**config.mk**
```make
export PLATFORM = sky130hd
export DESIGN_NAME = aup_top
export DESIGN_NICKNAME = d
export VERILOG_FILES = /design/src/include/aup_pkg.sv /design/src/design/aup_arbiter.sv /design/src/design/aup_top.sv
export VERILOG_INCLUDE_DIRS = /design/src /design/src/include
export SDC_FILE = /design/constraint.sdc
export NUM_CORES = 1
export LEC_CHECK = 0
export BUFFER_PORTS_ARGS = -buffer_cell sky130_fd_sc_hd__buf_4
export CAP_MARGIN = 25
export CORE_AREA = 2 2 122 124
export CTS_CLUSTER_SIZE = 10
export DETAILED_ROUTE_END_ITERATION = 10
export DIE_AREA = 0 0 124 126
export PLACE_DENSITY = 0.8
export SLEW_MARGIN = 20
export SYNTH_ARGS = -nofsm -noshare
export SYNTH_HDL_FRONTEND = slang
export SYNTH_HIERARCHICAL = 1
export SYNTH_SLANG_ARGS = --single-unit
```
**constraint.sdc**
```tcl
create_clock -name clk -period 1.8 [get_ports clk]
set_input_delay 0.09 -clock clk [delete_from_list [all_inputs] [get_ports clk]]
set_output_delay 0.09 -clock clk [all_outputs]
set_load 0.05 [all_outputs]
```
**src/include/aup_cfg.svh**
```systemverilog
// Register map, field layout and reset values of the underflow/priority block
`ifndef AUP_CFG_SVH
`define AUP_CFG_SVH

`define AUP_NSEQ        4
`define AUP_AW          12
`define AUP_DW          32
`define AUP_STRB_W      4
`define AUP_RANK_W      2
`define AUP_RANK_STRIDE 4
`define AUP_FLAG_BYTE   0
`define AUP_ADDR_UFLAG  12'h018
`define AUP_ADDR_PRIO   12'h020
`define AUP_ADDR_ISTAT  12'h030
`define AUP_ADDR_IMASK  12'h034
`define AUP_PRIO_RST    8'he4
`define AUP_FLAG_RST    4'h0
`define AUP_RESP_OKAY   2'h0
`define AUP_RESP_SLVERR 2'h2

`endif

```
**src/include/aup_pkg.sv**
```systemverilog
// Types shared by the underflow/priority block
`include "aup_cfg.svh"
`default_nettype none

package aup_pkg;

    // Write channel states, one-hot
    typedef enum logic [1:0] {
        WS_IDLE = 2'b01,
        WS_RESP = 2'b10
    } aup_wst_t;

    // Read channel states, one-hot
    typedef enum logic [1:0] {
        RS_IDLE = 2'b01,
        RS_DATA = 2'b10
    } aup_rst_t;

    // Whole state of the top module
    typedef struct packed {
        aup_wst_t                                wst;
        aup_rst_t                                rst;
        logic                                    awready;
        logic                                    wready;
        logic                                    bvalid;
        logic [1:0]                              bresp;
        logic                                    arready;
        logic                                    rvalid;
        logic [1:0]                              rresp;
        logic [`AUP_DW-1:0]                      rdata;
        logic                                    have_aw;
        logic [`AUP_AW-1:0]                      waddr;
        logic                                    have_w;
        logic [`AUP_DW-1:0]                      wdata;
        logic [`AUP_STRB_W-1:0]                  wstrb;
        logic [`AUP_NSEQ-1:0]                    uflag;
        logic [`AUP_NSEQ*`AUP_RANK_W-1:0]        prio;
        logic [`AUP_NSEQ-1:0]                    ist;
        logic [`AUP_NSEQ-1:0]                    imask;
        logic                                    irq;
        logic [`AUP_NSEQ-1:0]                    pop;
        logic [`AUP_DW-1:0]                      rd_data;
        logic                                    rd_valid;
        logic [`AUP_NSEQ-1:0]                    grant;
        logic                                    grant_valid;
    } aup_state_t;

endpackage : aup_pkg

`default_nettype wire

```
**src/design/aup_arbiter.sv**
```systemverilog
// Rank-ordered pick among pending sequencer triggers
`include "aup_cfg.svh"
`default_nettype none

module aup_arbiter (
    input  wire logic [`AUP_NSEQ-1:0]             pend,
    input  wire logic [`AUP_NSEQ*`AUP_RANK_W-1:0] ranks,
    output logic      [`AUP_NSEQ-1:0]             win
);

    // Sequencer i loses to any pending j of smaller rank value;
    // equal ranks fall back to the lower index so one still wins
    for (genvar i = 0; i < `AUP_NSEQ; i++)
    begin : g_seq
        logic [`AUP_NSEQ-1:0] beaten;
        for (genvar j = 0; j < `AUP_NSEQ; j++)
        begin : g_other
            if (j < i)
            begin : g_lo
                assign beaten[j] = pend[j] &&
                    (ranks[j*`AUP_RANK_W +: `AUP_RANK_W] <= ranks[i*`AUP_RANK_W +: `AUP_RANK_W]);
            end
            else if (j > i)
            begin : g_hi
                assign beaten[j] = pend[j] &&
                    (ranks[j*`AUP_RANK_W +: `AUP_RANK_W] < ranks[i*`AUP_RANK_W +: `AUP_RANK_W]);
            end
            else
            begin : g_self
                assign beaten[j] = 1'b0;
            end
        end
        assign win[i] = pend[i] && !(|beaten);
    end

endmodule : aup_arbiter

`default_nettype wire

```
**src/design/aup_top.sv**
```systemverilog
// Underflow flags and sequencer priority registers behind an AXI4-Lite slave
//
// Notes on behaviour
// - Each of the four sequencers has a sticky underflow flag, set when its empty result FIFO is read.
// - A read of an empty FIFO moves no pointer and returns zero data.
// - Writing a one to an underflow flag clears it, and all flags are zero after reset.
// - Each sequencer has a 2-bit rank field at bits 13:12, 9:8, 5:4 and 1:0 for sequencers 3 to 0.
// - Rank value zero is the most urgent and three the least.
// - After reset each rank field equals its sequencer number.
// - Reserved bits read back as don't-care and software preserves them on writes.
// - Sequencers triggered together are run in rank order, most urgent first.
//
// Implementation choice: the AXI4-Lite slave port.
`include "aup_cfg.svh"
`default_nettype none

module aup_top (
    input  wire logic                             clk,
    input  wire logic                             nrst,
    // AXI4-Lite write address, data and response
    input  wire logic [`AUP_AW-1:0]               awaddr,
    input  wire logic                             awvalid,
    output logic                                  awready,
    input  wire logic [`AUP_DW-1:0]               wdata,
    input  wire logic [`AUP_STRB_W-1:0]           wstrb,
    input  wire logic                             wvalid,
    output logic                                  wready,
    output logic [1:0]                            bresp,
    output logic                                  bvalid,
    input  wire logic                             bready,
    // AXI4-Lite read
    input  wire logic [`AUP_AW-1:0]               araddr,
    input  wire logic                             arvalid,
    output logic                                  arready,
    output logic [`AUP_DW-1:0]                    rdata,
    output logic [1:0]                            rresp,
    output logic                                  rvalid,
    input  wire logic                             rready,
    // Sequencer FIFO read port
    input  wire logic [`AUP_NSEQ-1:0]             fifo_rd_req,
    input  wire logic [`AUP_NSEQ-1:0]             fifo_empty,
    input  wire logic [`AUP_NSEQ*`AUP_DW-1:0]     fifo_rd_data,
    output logic [`AUP_NSEQ-1:0]                  fifo_pop,
    output logic [`AUP_DW-1:0]                    rd_data,
    output logic                                  rd_valid,
    // Trigger arbitration and underflow interrupt
    input  wire logic [`AUP_NSEQ-1:0]             trig_pend,
    output logic [`AUP_NSEQ-1:0]                  grant,
    output logic                                  grant_valid,
    output logic                                  irq
);

    localparam logic [`AUP_AW-1:0] A_UFLAG = `AUP_ADDR_UFLAG;
    localparam logic [`AUP_AW-1:0] A_PRIO  = `AUP_ADDR_PRIO;
    localparam logic [`AUP_AW-1:0] A_ISTAT = `AUP_ADDR_ISTAT;
    localparam logic [`AUP_AW-1:0] A_IMASK = `AUP_ADDR_IMASK;

    aup_pkg::aup_state_t s_r;
    aup_pkg::aup_state_t s_nxt;

    logic                       aw_take;
    logic                       w_take;
    logic                       ar_take;
    logic                       got_aw;
    logic                       got_w;
    logic                       wr_fire;
    logic [`AUP_AW-1:0]         wa;
    logic [`AUP_DW-1:0]         wd;
    logic [`AUP_STRB_W-1:0]     ws;
    logic [`AUP_NSEQ-1:0]       uev;
    logic [`AUP_NSEQ-1:0]       arb_win;
    logic [`AUP_NSEQ-1:0]       flag_clr;

    // Handshakes; address and data may arrive in either order
    assign aw_take = s_r.awready && awvalid;
    assign w_take  = s_r.wready && wvalid;
    assign ar_take = s_r.arready && arvalid;
    assign got_aw  = s_r.have_aw || aw_take;
    assign got_w   = s_r.have_w || w_take;
    assign wr_fire = (s_r.wst == aup_pkg::WS_IDLE) && got_aw && got_w;
    assign wa      = s_r.have_aw ? s_r.waddr : awaddr;
    assign wd      = s_r.have_w ? s_r.wdata : wdata;
    assign ws      = s_r.have_w ? s_r.wstrb : wstrb;

    // Underflow events: a read request seen while that FIFO is empty
    assign uev = fifo_rd_req & fifo_empty;

    // Ones written into the flag byte, gated by its strobe
    assign flag_clr = ws[`AUP_FLAG_BYTE] ? wd[`AUP_NSEQ-1:0] : `AUP_FLAG_RST;

    aup_arbiter u_arb (
        .pend  (trig_pend),
        .ranks (s_r.prio),
        .win   (arb_win)
    );

    // Next state of the whole block
    always_comb
    begin
        logic found;
        s_nxt          = s_r;
        found          = 1'b0;
        s_nxt.pop      = '0;
        s_nxt.rd_data  = '0;
        s_nxt.rd_valid = 1'b0;

        // Latch whichever half of a write arrives first
        if (aw_take)
        begin
            s_nxt.have_aw = 1'b1;
            s_nxt.waddr   = awaddr;
        end
        if (w_take)
        begin
            s_nxt.have_w = 1'b1;
            s_nxt.wdata  = wdata;
            s_nxt.wstrb  = wstrb;
        end

        // Write channel
        unique case (s_r.wst)
            aup_pkg::WS_IDLE:
            begin
                if (wr_fire)
                begin
                    s_nxt.bresp = `AUP_RESP_OKAY;
                    if (wa[`AUP_AW-1:2] == A_UFLAG[`AUP_AW-1:2])
                    begin
                        s_nxt.uflag = s_r.uflag & ~flag_clr;
                    end
                    else if (wa[`AUP_AW-1:2] == A_PRIO[`AUP_AW-1:2])
                    begin
                        for (int i = 0; i < `AUP_NSEQ; i++)
                        begin
                            if (ws[(i*`AUP_RANK_STRIDE)/8])
                            begin
                                s_nxt.prio[i*`AUP_RANK_W +: `AUP_RANK_W] =
                                    wd[i*`AUP_RANK_STRIDE +: `AUP_RANK_W];
                            end
                        end
                    end
                    else if (wa[`AUP_AW-1:2] == A_IMASK[`AUP_AW-1:2])
                    begin
                        if (ws[`AUP_FLAG_BYTE])
                        begin
                            s_nxt.imask = wd[`AUP_NSEQ-1:0];
                        end
                    end
                    else if (wa[`AUP_AW-1:2] != A_ISTAT[`AUP_AW-1:2])
                    begin
                        s_nxt.bresp = `AUP_RESP_SLVERR;
                    end
                    s_nxt.have_aw = 1'b0;
                    s_nxt.have_w  = 1'b0;
                    s_nxt.bvalid  = 1'b1;
                    s_nxt.wst     = aup_pkg::WS_RESP;
                end
            end
            aup_pkg::WS_RESP:
            begin
                if (bready)
                begin
                    s_nxt.bvalid = 1'b0;
                    s_nxt.wst    = aup_pkg::WS_IDLE;
                end
            end
        endcase
        // Stall each half while its partner is outstanding
        s_nxt.awready = (s_nxt.wst == aup_pkg::WS_IDLE) && !s_nxt.have_aw;
        s_nxt.wready  = (s_nxt.wst == aup_pkg::WS_IDLE) && !s_nxt.have_w;

        // Read channel; reserved bits read as zero
        unique case (s_r.rst)
            aup_pkg::RS_IDLE:
            begin
                if (ar_take)
                begin
                    s_nxt.rdata = '0;
                    s_nxt.rresp = `AUP_RESP_OKAY;
                    if (araddr[`AUP_AW-1:2] == A_UFLAG[`AUP_AW-1:2])
                    begin
                        s_nxt.rdata[`AUP_NSEQ-1:0] = s_r.uflag;
                    end
                    else if (araddr[`AUP_AW-1:2] == A_PRIO[`AUP_AW-1:2])
                    begin
                        for (int i = 0; i < `AUP_NSEQ; i++)
                        begin
                            s_nxt.rdata[i*`AUP_RANK_STRIDE +: `AUP_RANK_W] =
                                s_r.prio[i*`AUP_RANK_W +: `AUP_RANK_W];
                        end
                    end
                    else if (araddr[`AUP_AW-1:2] == A_ISTAT[`AUP_AW-1:2])
                    begin
                        // Read clears; events of this cycle are re-applied below
                        s_nxt.rdata[`AUP_NSEQ-1:0] = s_r.ist;
                        s_nxt.ist                  = '0;
                    end
                    else if (araddr[`AUP_AW-1:2] == A_IMASK[`AUP_AW-1:2])
                    begin
                        s_nxt.rdata[`AUP_NSEQ-1:0] = s_r.imask;
                    end
                    else
                    begin
                        s_nxt.rresp = `AUP_RESP_SLVERR;
                    end
                    s_nxt.rvalid  = 1'b1;
                    s_nxt.arready = 1'b0;
                    s_nxt.rst     = aup_pkg::RS_DATA;
                end
            end
            aup_pkg::RS_DATA:
            begin
                if (rready)
                begin
                    s_nxt.rvalid  = 1'b0;
                    s_nxt.arready = 1'b1;
                    s_nxt.rst     = aup_pkg::RS_IDLE;
                end
            end
        endcase

        // Hardware sets last, so a set beats any clear of the same cycle
        s_nxt.uflag = s_nxt.uflag | uev;
        s_nxt.ist   = s_nxt.ist | uev;
        s_nxt.irq   = |(s_nxt.ist & s_nxt.imask);

        // FIFO read: lowest requester served; an empty one pops nothing
        for (int i = 0; i < `AUP_NSEQ; i++)
        begin
            if (fifo_rd_req[i] && !found)
            begin
                found          = 1'b1;
                s_nxt.rd_valid = 1'b1;
                if (!fifo_empty[i])
                begin
                    s_nxt.pop[i]  = 1'b1;
                    s_nxt.rd_data = fifo_rd_data[i*`AUP_DW +: `AUP_DW];
                end
            end
        end

        // Registered grant of the most urgent pending trigger
        s_nxt.grant       = arb_win;
        s_nxt.grant_valid = |trig_pend;
    end

    // State register; synchronous reset
    always_ff @(posedge clk)
    begin
        if (!nrst)
        begin
            s_r             <= '0;
            s_r.wst         <= aup_pkg::WS_IDLE;
            s_r.rst         <= aup_pkg::RS_IDLE;
            s_r.awready     <= 1'b1;
            s_r.wready      <= 1'b1;
            s_r.arready     <= 1'b1;
            s_r.uflag       <= `AUP_FLAG_RST;
            s_r.prio        <= `AUP_PRIO_RST;
        end
        else
        begin
            s_r <= s_nxt;
        end
    end

    // Outputs straight from the state register
    assign awready     = s_r.awready;
    assign wready      = s_r.wready;
    assign bresp       = s_r.bresp;
    assign bvalid      = s_r.bvalid;
    assign arready     = s_r.arready;
    assign rdata       = s_r.rdata;
    assign rresp       = s_r.rresp;
    assign rvalid      = s_r.rvalid;
    assign fifo_pop    = s_r.pop;
    assign rd_data     = s_r.rd_data;
    assign rd_valid    = s_r.rd_valid;
    assign grant       = s_r.grant;
    assign grant_valid = s_r.grant_valid;
    assign irq         = s_r.irq;

    // Checks; helper finds a pending trigger more urgent than the winner
    logic                   better_pend;
    logic [`AUP_RANK_W-1:0] win_rank;
    always_comb
    begin
        better_pend = 1'b0;
        win_rank    = '0;
        for (int i = 0; i < `AUP_NSEQ; i++)
        begin
            if (arb_win[i])
            begin
                win_rank = s_r.prio[i*`AUP_RANK_W +: `AUP_RANK_W];
            end
        end
        for (int j = 0; j < `AUP_NSEQ; j++)
        begin
            if (trig_pend[j] && (s_r.prio[j*`AUP_RANK_W +: `AUP_RANK_W] < win_rank))
            begin
                better_pend = 1'b1;
            end
        end
    end
endmodule : aup_top

`default_nettype wire

```
==> impl_summary.md <==
Run status
The flow ran to the end, but the final reports show violations. The final reports fail on setup timing.

Logic synthesis
After synthesis the netlist holds a flip-flop and latch count of between 100 and 150. After synthesis the cells add up to roughly 5600 um^2. The main combinational cell family by area after synthesis is compound AO/OA/AOI/OAI gates. The fraction of synthesized cell area in xor and xnor cells is 0.

The compound-cell area share of the yosys netlist is 0.2461. The sequential fraction of the synthesis area is 0.3809. Of the total synthesized cell area, the portion taken by full adders, half adders and majority gates is 0.02670. The number of distinct library cells after synthesis is 60. The average size of a mapped cell is about 9 um^2. The most common cell in the synthesized netlist is sky130_fd_sc_hd__dfxtp_1. The area share of the leading cell type in the synthesized netlist is 0.3809.

The Yosys step of the flow raised 6 warnings. In the synthesized netlist the dominant register cell turns out to be sky130_fd_sc_hd__dfxtp_1. Of the total synthesized cell area, the portion taken by AND, OR, NAND and NOR gates is 0.1700. By area the synthesized netlist is led by sky130_fd_sc_hd__dfxtp_1 38%, sky130_fd_sc_hd__buf_4 10%, sky130_fd_sc_hd__a21boi_0 8.3%. The number of enable flip-flop cells after synthesis is 0. Counting flops with an async set or reset pin after synthesis yields a share of 0.

The dominant cell type by area after synthesis is sky130_fd_sc_hd__dfxtp_1. Counting instances in the post-synthesis netlist gives the leading cell types as 107 x sky130_fd_sc_hd__dfxtp_1, 99 x sky130_fd_sc_hd__nand2_1, 76 x sky130_fd_sc_hd__buf_4. Of the post-synthesis cell area, the part taken by muxes is 0.04071. The synthesized instance count is approximately 630.

Timing
The post-route clock period utilization is 1.096. Once routing completed, OpenROAD measured the worst setup slack at -173.2 ps. The actual slew at the worst max-slew pin is between 700 and 800 ps. The final-report setup violation count is 18. The maximum clock rate is between 0.5 and 0.6 GHz. The count of final max-slew check failures came to 0. The final critical-path required period is slightly below 2000 ps. Across the routed clock network, the largest skew measured is 7.590 ps. The count of final hold-check violations is 0. Setup repair after global routing could not meet its margin everywhere. The worst pin sits at a relative slew slack of 0.4686.

Hold path
The min-delay analysis places its worst path in the category input pin to register. The worst hold path stage count is 3.

Critical path
The number of buffers and inverters on the critical path is 0. For the worst setup path, the data arrival time is ~2200 ps. The critical path crosses 5 cells after its start point. Traced cell by cell, the critical path runs through or4b_4 -> o22a_4 -> or3_4 -> o211ai_1 -> nand4_1.

STA classifies the critical path endpoint as a register. The critical path ends at irq. The maximum cell stage delay along the critical path is ~530 ps. The capture point of the worst reg-to-reg path is irq. For the worst setup path, the data required time is roughly 2000 ps. The startpoint of the worst setup timing path is s_r[109]. The setup check on the worst reg-to-reg path leaves a slack of -170 ps. The startpoint type of the worst setup path is a register. The largest fanout on the critical path is 7. In this run the critical register-to-register path is launched from s_r[109].

The critical path class is register to register. For this design, the slowest cell found on the critical path is sky130_fd_sc_hd__or4b_4. The length in cells of the worst reg-to-reg path is 5.

The cell family contributing the most delay on the critical path is simple AND/OR/NAND/NOR gates.

Place
The final HPWL from detailed placement is roughly 13 mm. Input and output buffers added on the ports amount to roughly 240. At the placement stage, the worst setup path has a slack of -262.4 ps. The placer's final routability congestion estimate is 0.8449.

Clock tree
The clock latency on the worst-skew pair is ~360 ps. The tree is rooted in a sky130_fd_sc_hd__clkbuf_16. TritonCTS built the clock tree.

Clock-pin slew was measured on the worst setup and hold paths at around 70 ps. The clock passes through at most 2 buffers. The number of H-tree levels is 3. For this design, the sink count on the clock tree is around 110. The number of buffers created by CTS is 9.

GRT
The leftover overflow at the end of global routing is 0. In the global route stage, overall resource usage came out at 0.2240. The first global-routing pass estimated around 27 mm of wire. The number of global-route vias before repair is between 5000 and 6000. Entering global routing, the biggest net connects between 40 and 50 pins. The initial antenna violation count is 0.

Routing
The post-detailed-routing wire length is around 18 mm. The pre-antenna-repair detailed-routing pass consisted of 6 iterations. The first-iteration detailed-routing DRC count is 467. The total number of vias is ~5500. The count of nets left with antenna violations once routing finished came out at 0. After detailed routing, the average wire length per cell comes to 16.69 um. For this run, design rule violations remaining after detail routing come to 0. Using the TritonRoute via totals, the vias-per-cell ratio works out to 5.193.

Pwr
Power spread over the standard cell area amounts to between 800 and 900 nW/um^2. The worst vdd rail ir drop is 0.7603 mV. The reported leakage power is about 3.7 nW.

Finish
The layout overhead on the synthesized area is 46.59%. The final cell utilization of the core is 0.5760. At the end of the flow, the number of nets in the layout was approximately 1100. The diode insertion count for antenna repair is 0. The fraction of layout instances using a drive strength above 1 is 0.3716.

Floorplan
The overall die area is between 15000 and 20000 um^2. The initial core utilization is 0.3929. The standard-cell row count is 44.

The floorplan die height is roughly 130 um. The floorplan step set the die width to approximately 120 um. The region available for standard cell placement spans 14310 um^2.

The top-level port count is between 200 and 300.

Job
The number of max-cap violations is 0.
-- worst reg2reg max path: cells and delay by family (launching register included) --
| kind | cells | cell delay (ps) |
|---|---|---|
| flops | 1 | 320 |
| simple gates | 3 | 1030 |
| compound gates | 2 | 510 |
-- cell usage in the layout, fill, tap and decap left out, types with 4 or more instances in the layout --
| master | instances |
|---|---|
| sky130_fd_sc_hd__a21boi_0 | 62 |
| sky130_fd_sc_hd__a21boi_1 | 4 |
| sky130_fd_sc_hd__a21oi_1 | 4 |
| sky130_fd_sc_hd__a222oi_1 | 32 |
| sky130_fd_sc_hd__a22oi_1 | 8 |
| sky130_fd_sc_hd__and2_1 | 10 |
| sky130_fd_sc_hd__buf_4 | 266 |
| sky130_fd_sc_hd__clkbuf_16 | 9 |
| sky130_fd_sc_hd__conb_1 | 24 |
| sky130_fd_sc_hd__dfxtp_1 | 104 |
| sky130_fd_sc_hd__dlygate4sd3_1 | 46 |
| sky130_fd_sc_hd__ha_1 | 12 |
| sky130_fd_sc_hd__inv_1 | 15 |
| sky130_fd_sc_hd__mux2_2 | 7 |
| sky130_fd_sc_hd__mux2i_1 | 15 |
| sky130_fd_sc_hd__nand2_1 | 99 |
| sky130_fd_sc_hd__nand3_1 | 7 |
| sky130_fd_sc_hd__nand3b_1 | 4 |
| sky130_fd_sc_hd__nor2_1 | 11 |
| sky130_fd_sc_hd__nor2b_1 | 16 |
| sky130_fd_sc_hd__nor3b_1 | 5 |
| sky130_fd_sc_hd__nor3b_2 | 4 |
| sky130_fd_sc_hd__o211a_1 | 8 |
| sky130_fd_sc_hd__o211ai_1 | 10 |
| sky130_fd_sc_hd__o21a_1 | 4 |
| sky130_fd_sc_hd__o21ai_0 | 7 |
| sky130_fd_sc_hd__o21ai_2 | 4 |
| sky130_fd_sc_hd__o41ai_1 | 4 |
| sky130_fd_sc_hd__o41ai_4 | 4 |
-- where the power goes --
part | leakage [nW] | switching (mW) | internal (mW)
Sequential | 0.877 | 0.116 | 2.58
Clock | 0.146 | 0.951 | 1.10
Combinational | 2.67 | 1.22 | 0.889
-- sequential cells by signal, indices dropped and copies added, names as in the netlist --
name and count:
wready 1, rvalid 1, awready 1, rd_valid 1
grant 4, bresp 1, grant_valid 1, rresp 1
bvalid 1, rdata 10, rd_data 32, fifo_pop 4
s_r 48, irq 1
-- cell type report --
type                    count  area (um^2)
flip-flops and latches    107         2148
well taps                 184        230.2
fillers                  1266         6070
clock inverters             7        85.08
repair buffers            315         2500
inverters                  16        60.06
multi-input cells         418         2995
clock buffers               9        225.2
-- worst min path at each step --
stage | slack [ps] | startpoint | to
finish | 10 | fifo_rd_data[103] | rd_data[7]
global route | 10 | fifo_rd_data[113] | rd_data[17]
CTS | 2 | fifo_rd_data[96] | rd_data[0]
detailed placement | 330 | fifo_rd_req[3] | rd_valid
global placement | 330 | fifo_rd_req[3] | rd_valid
floorplan | 210 | trig_pend[2] | grant_valid
-- per-layer routing --
layer	share of wire	GRT usage	vias up
met5	0	0	-
met4	0.019	0.06940	0
li1	-	-	2657
met2	0.51	0.3785	233
met1	0.40	0.2749	2573
met3	0.073	0.06250	21
-- kinds of logic after synthesis --
family / after synthesis
AO/OA/AOI/OAI: 173
other: 1
AND/OR/NAND/NOR: 186
buffers and inverters: 126
adder cells (fa/ha/maj): 12
multiplexers: 22
flip-flops: 107
-- through the flow --
step | total power [mW] | TNS [ps] | cells | area (um^2) | hold WS, ps
floorplan | 3.960 | -1337 | 650 | 5734 | 212.7
global placement | 4.596 | -2626 | 989 | 7278 | 331.3
detailed placement | 4.627 | -3266 | 989 | 7283 | 329.9
CTS | 6.867 | -1563 | 1053 | 8199 | 1.667
global route | 7.185 | -3176 | 1056 | 8244 | 12.83
finish | 6.865 | -2155 | 1056 | 8244 | 9.786
-- timing repair --
| action | CTS | global route |
|---|---|---|
| resized for setup | 22 | 4 |
| setup buffers | 1 | 3 |
| gates cloned | 1 | 0 |
| endpoints found under the hold margin | 45 | 0 |
| setup endpoints to repair | 18 | 18 |
| hold buffers | 46 | 0 |
| pin swaps | 4 | 7 |
Note: power is estimated with default switching activity, not from simulation.
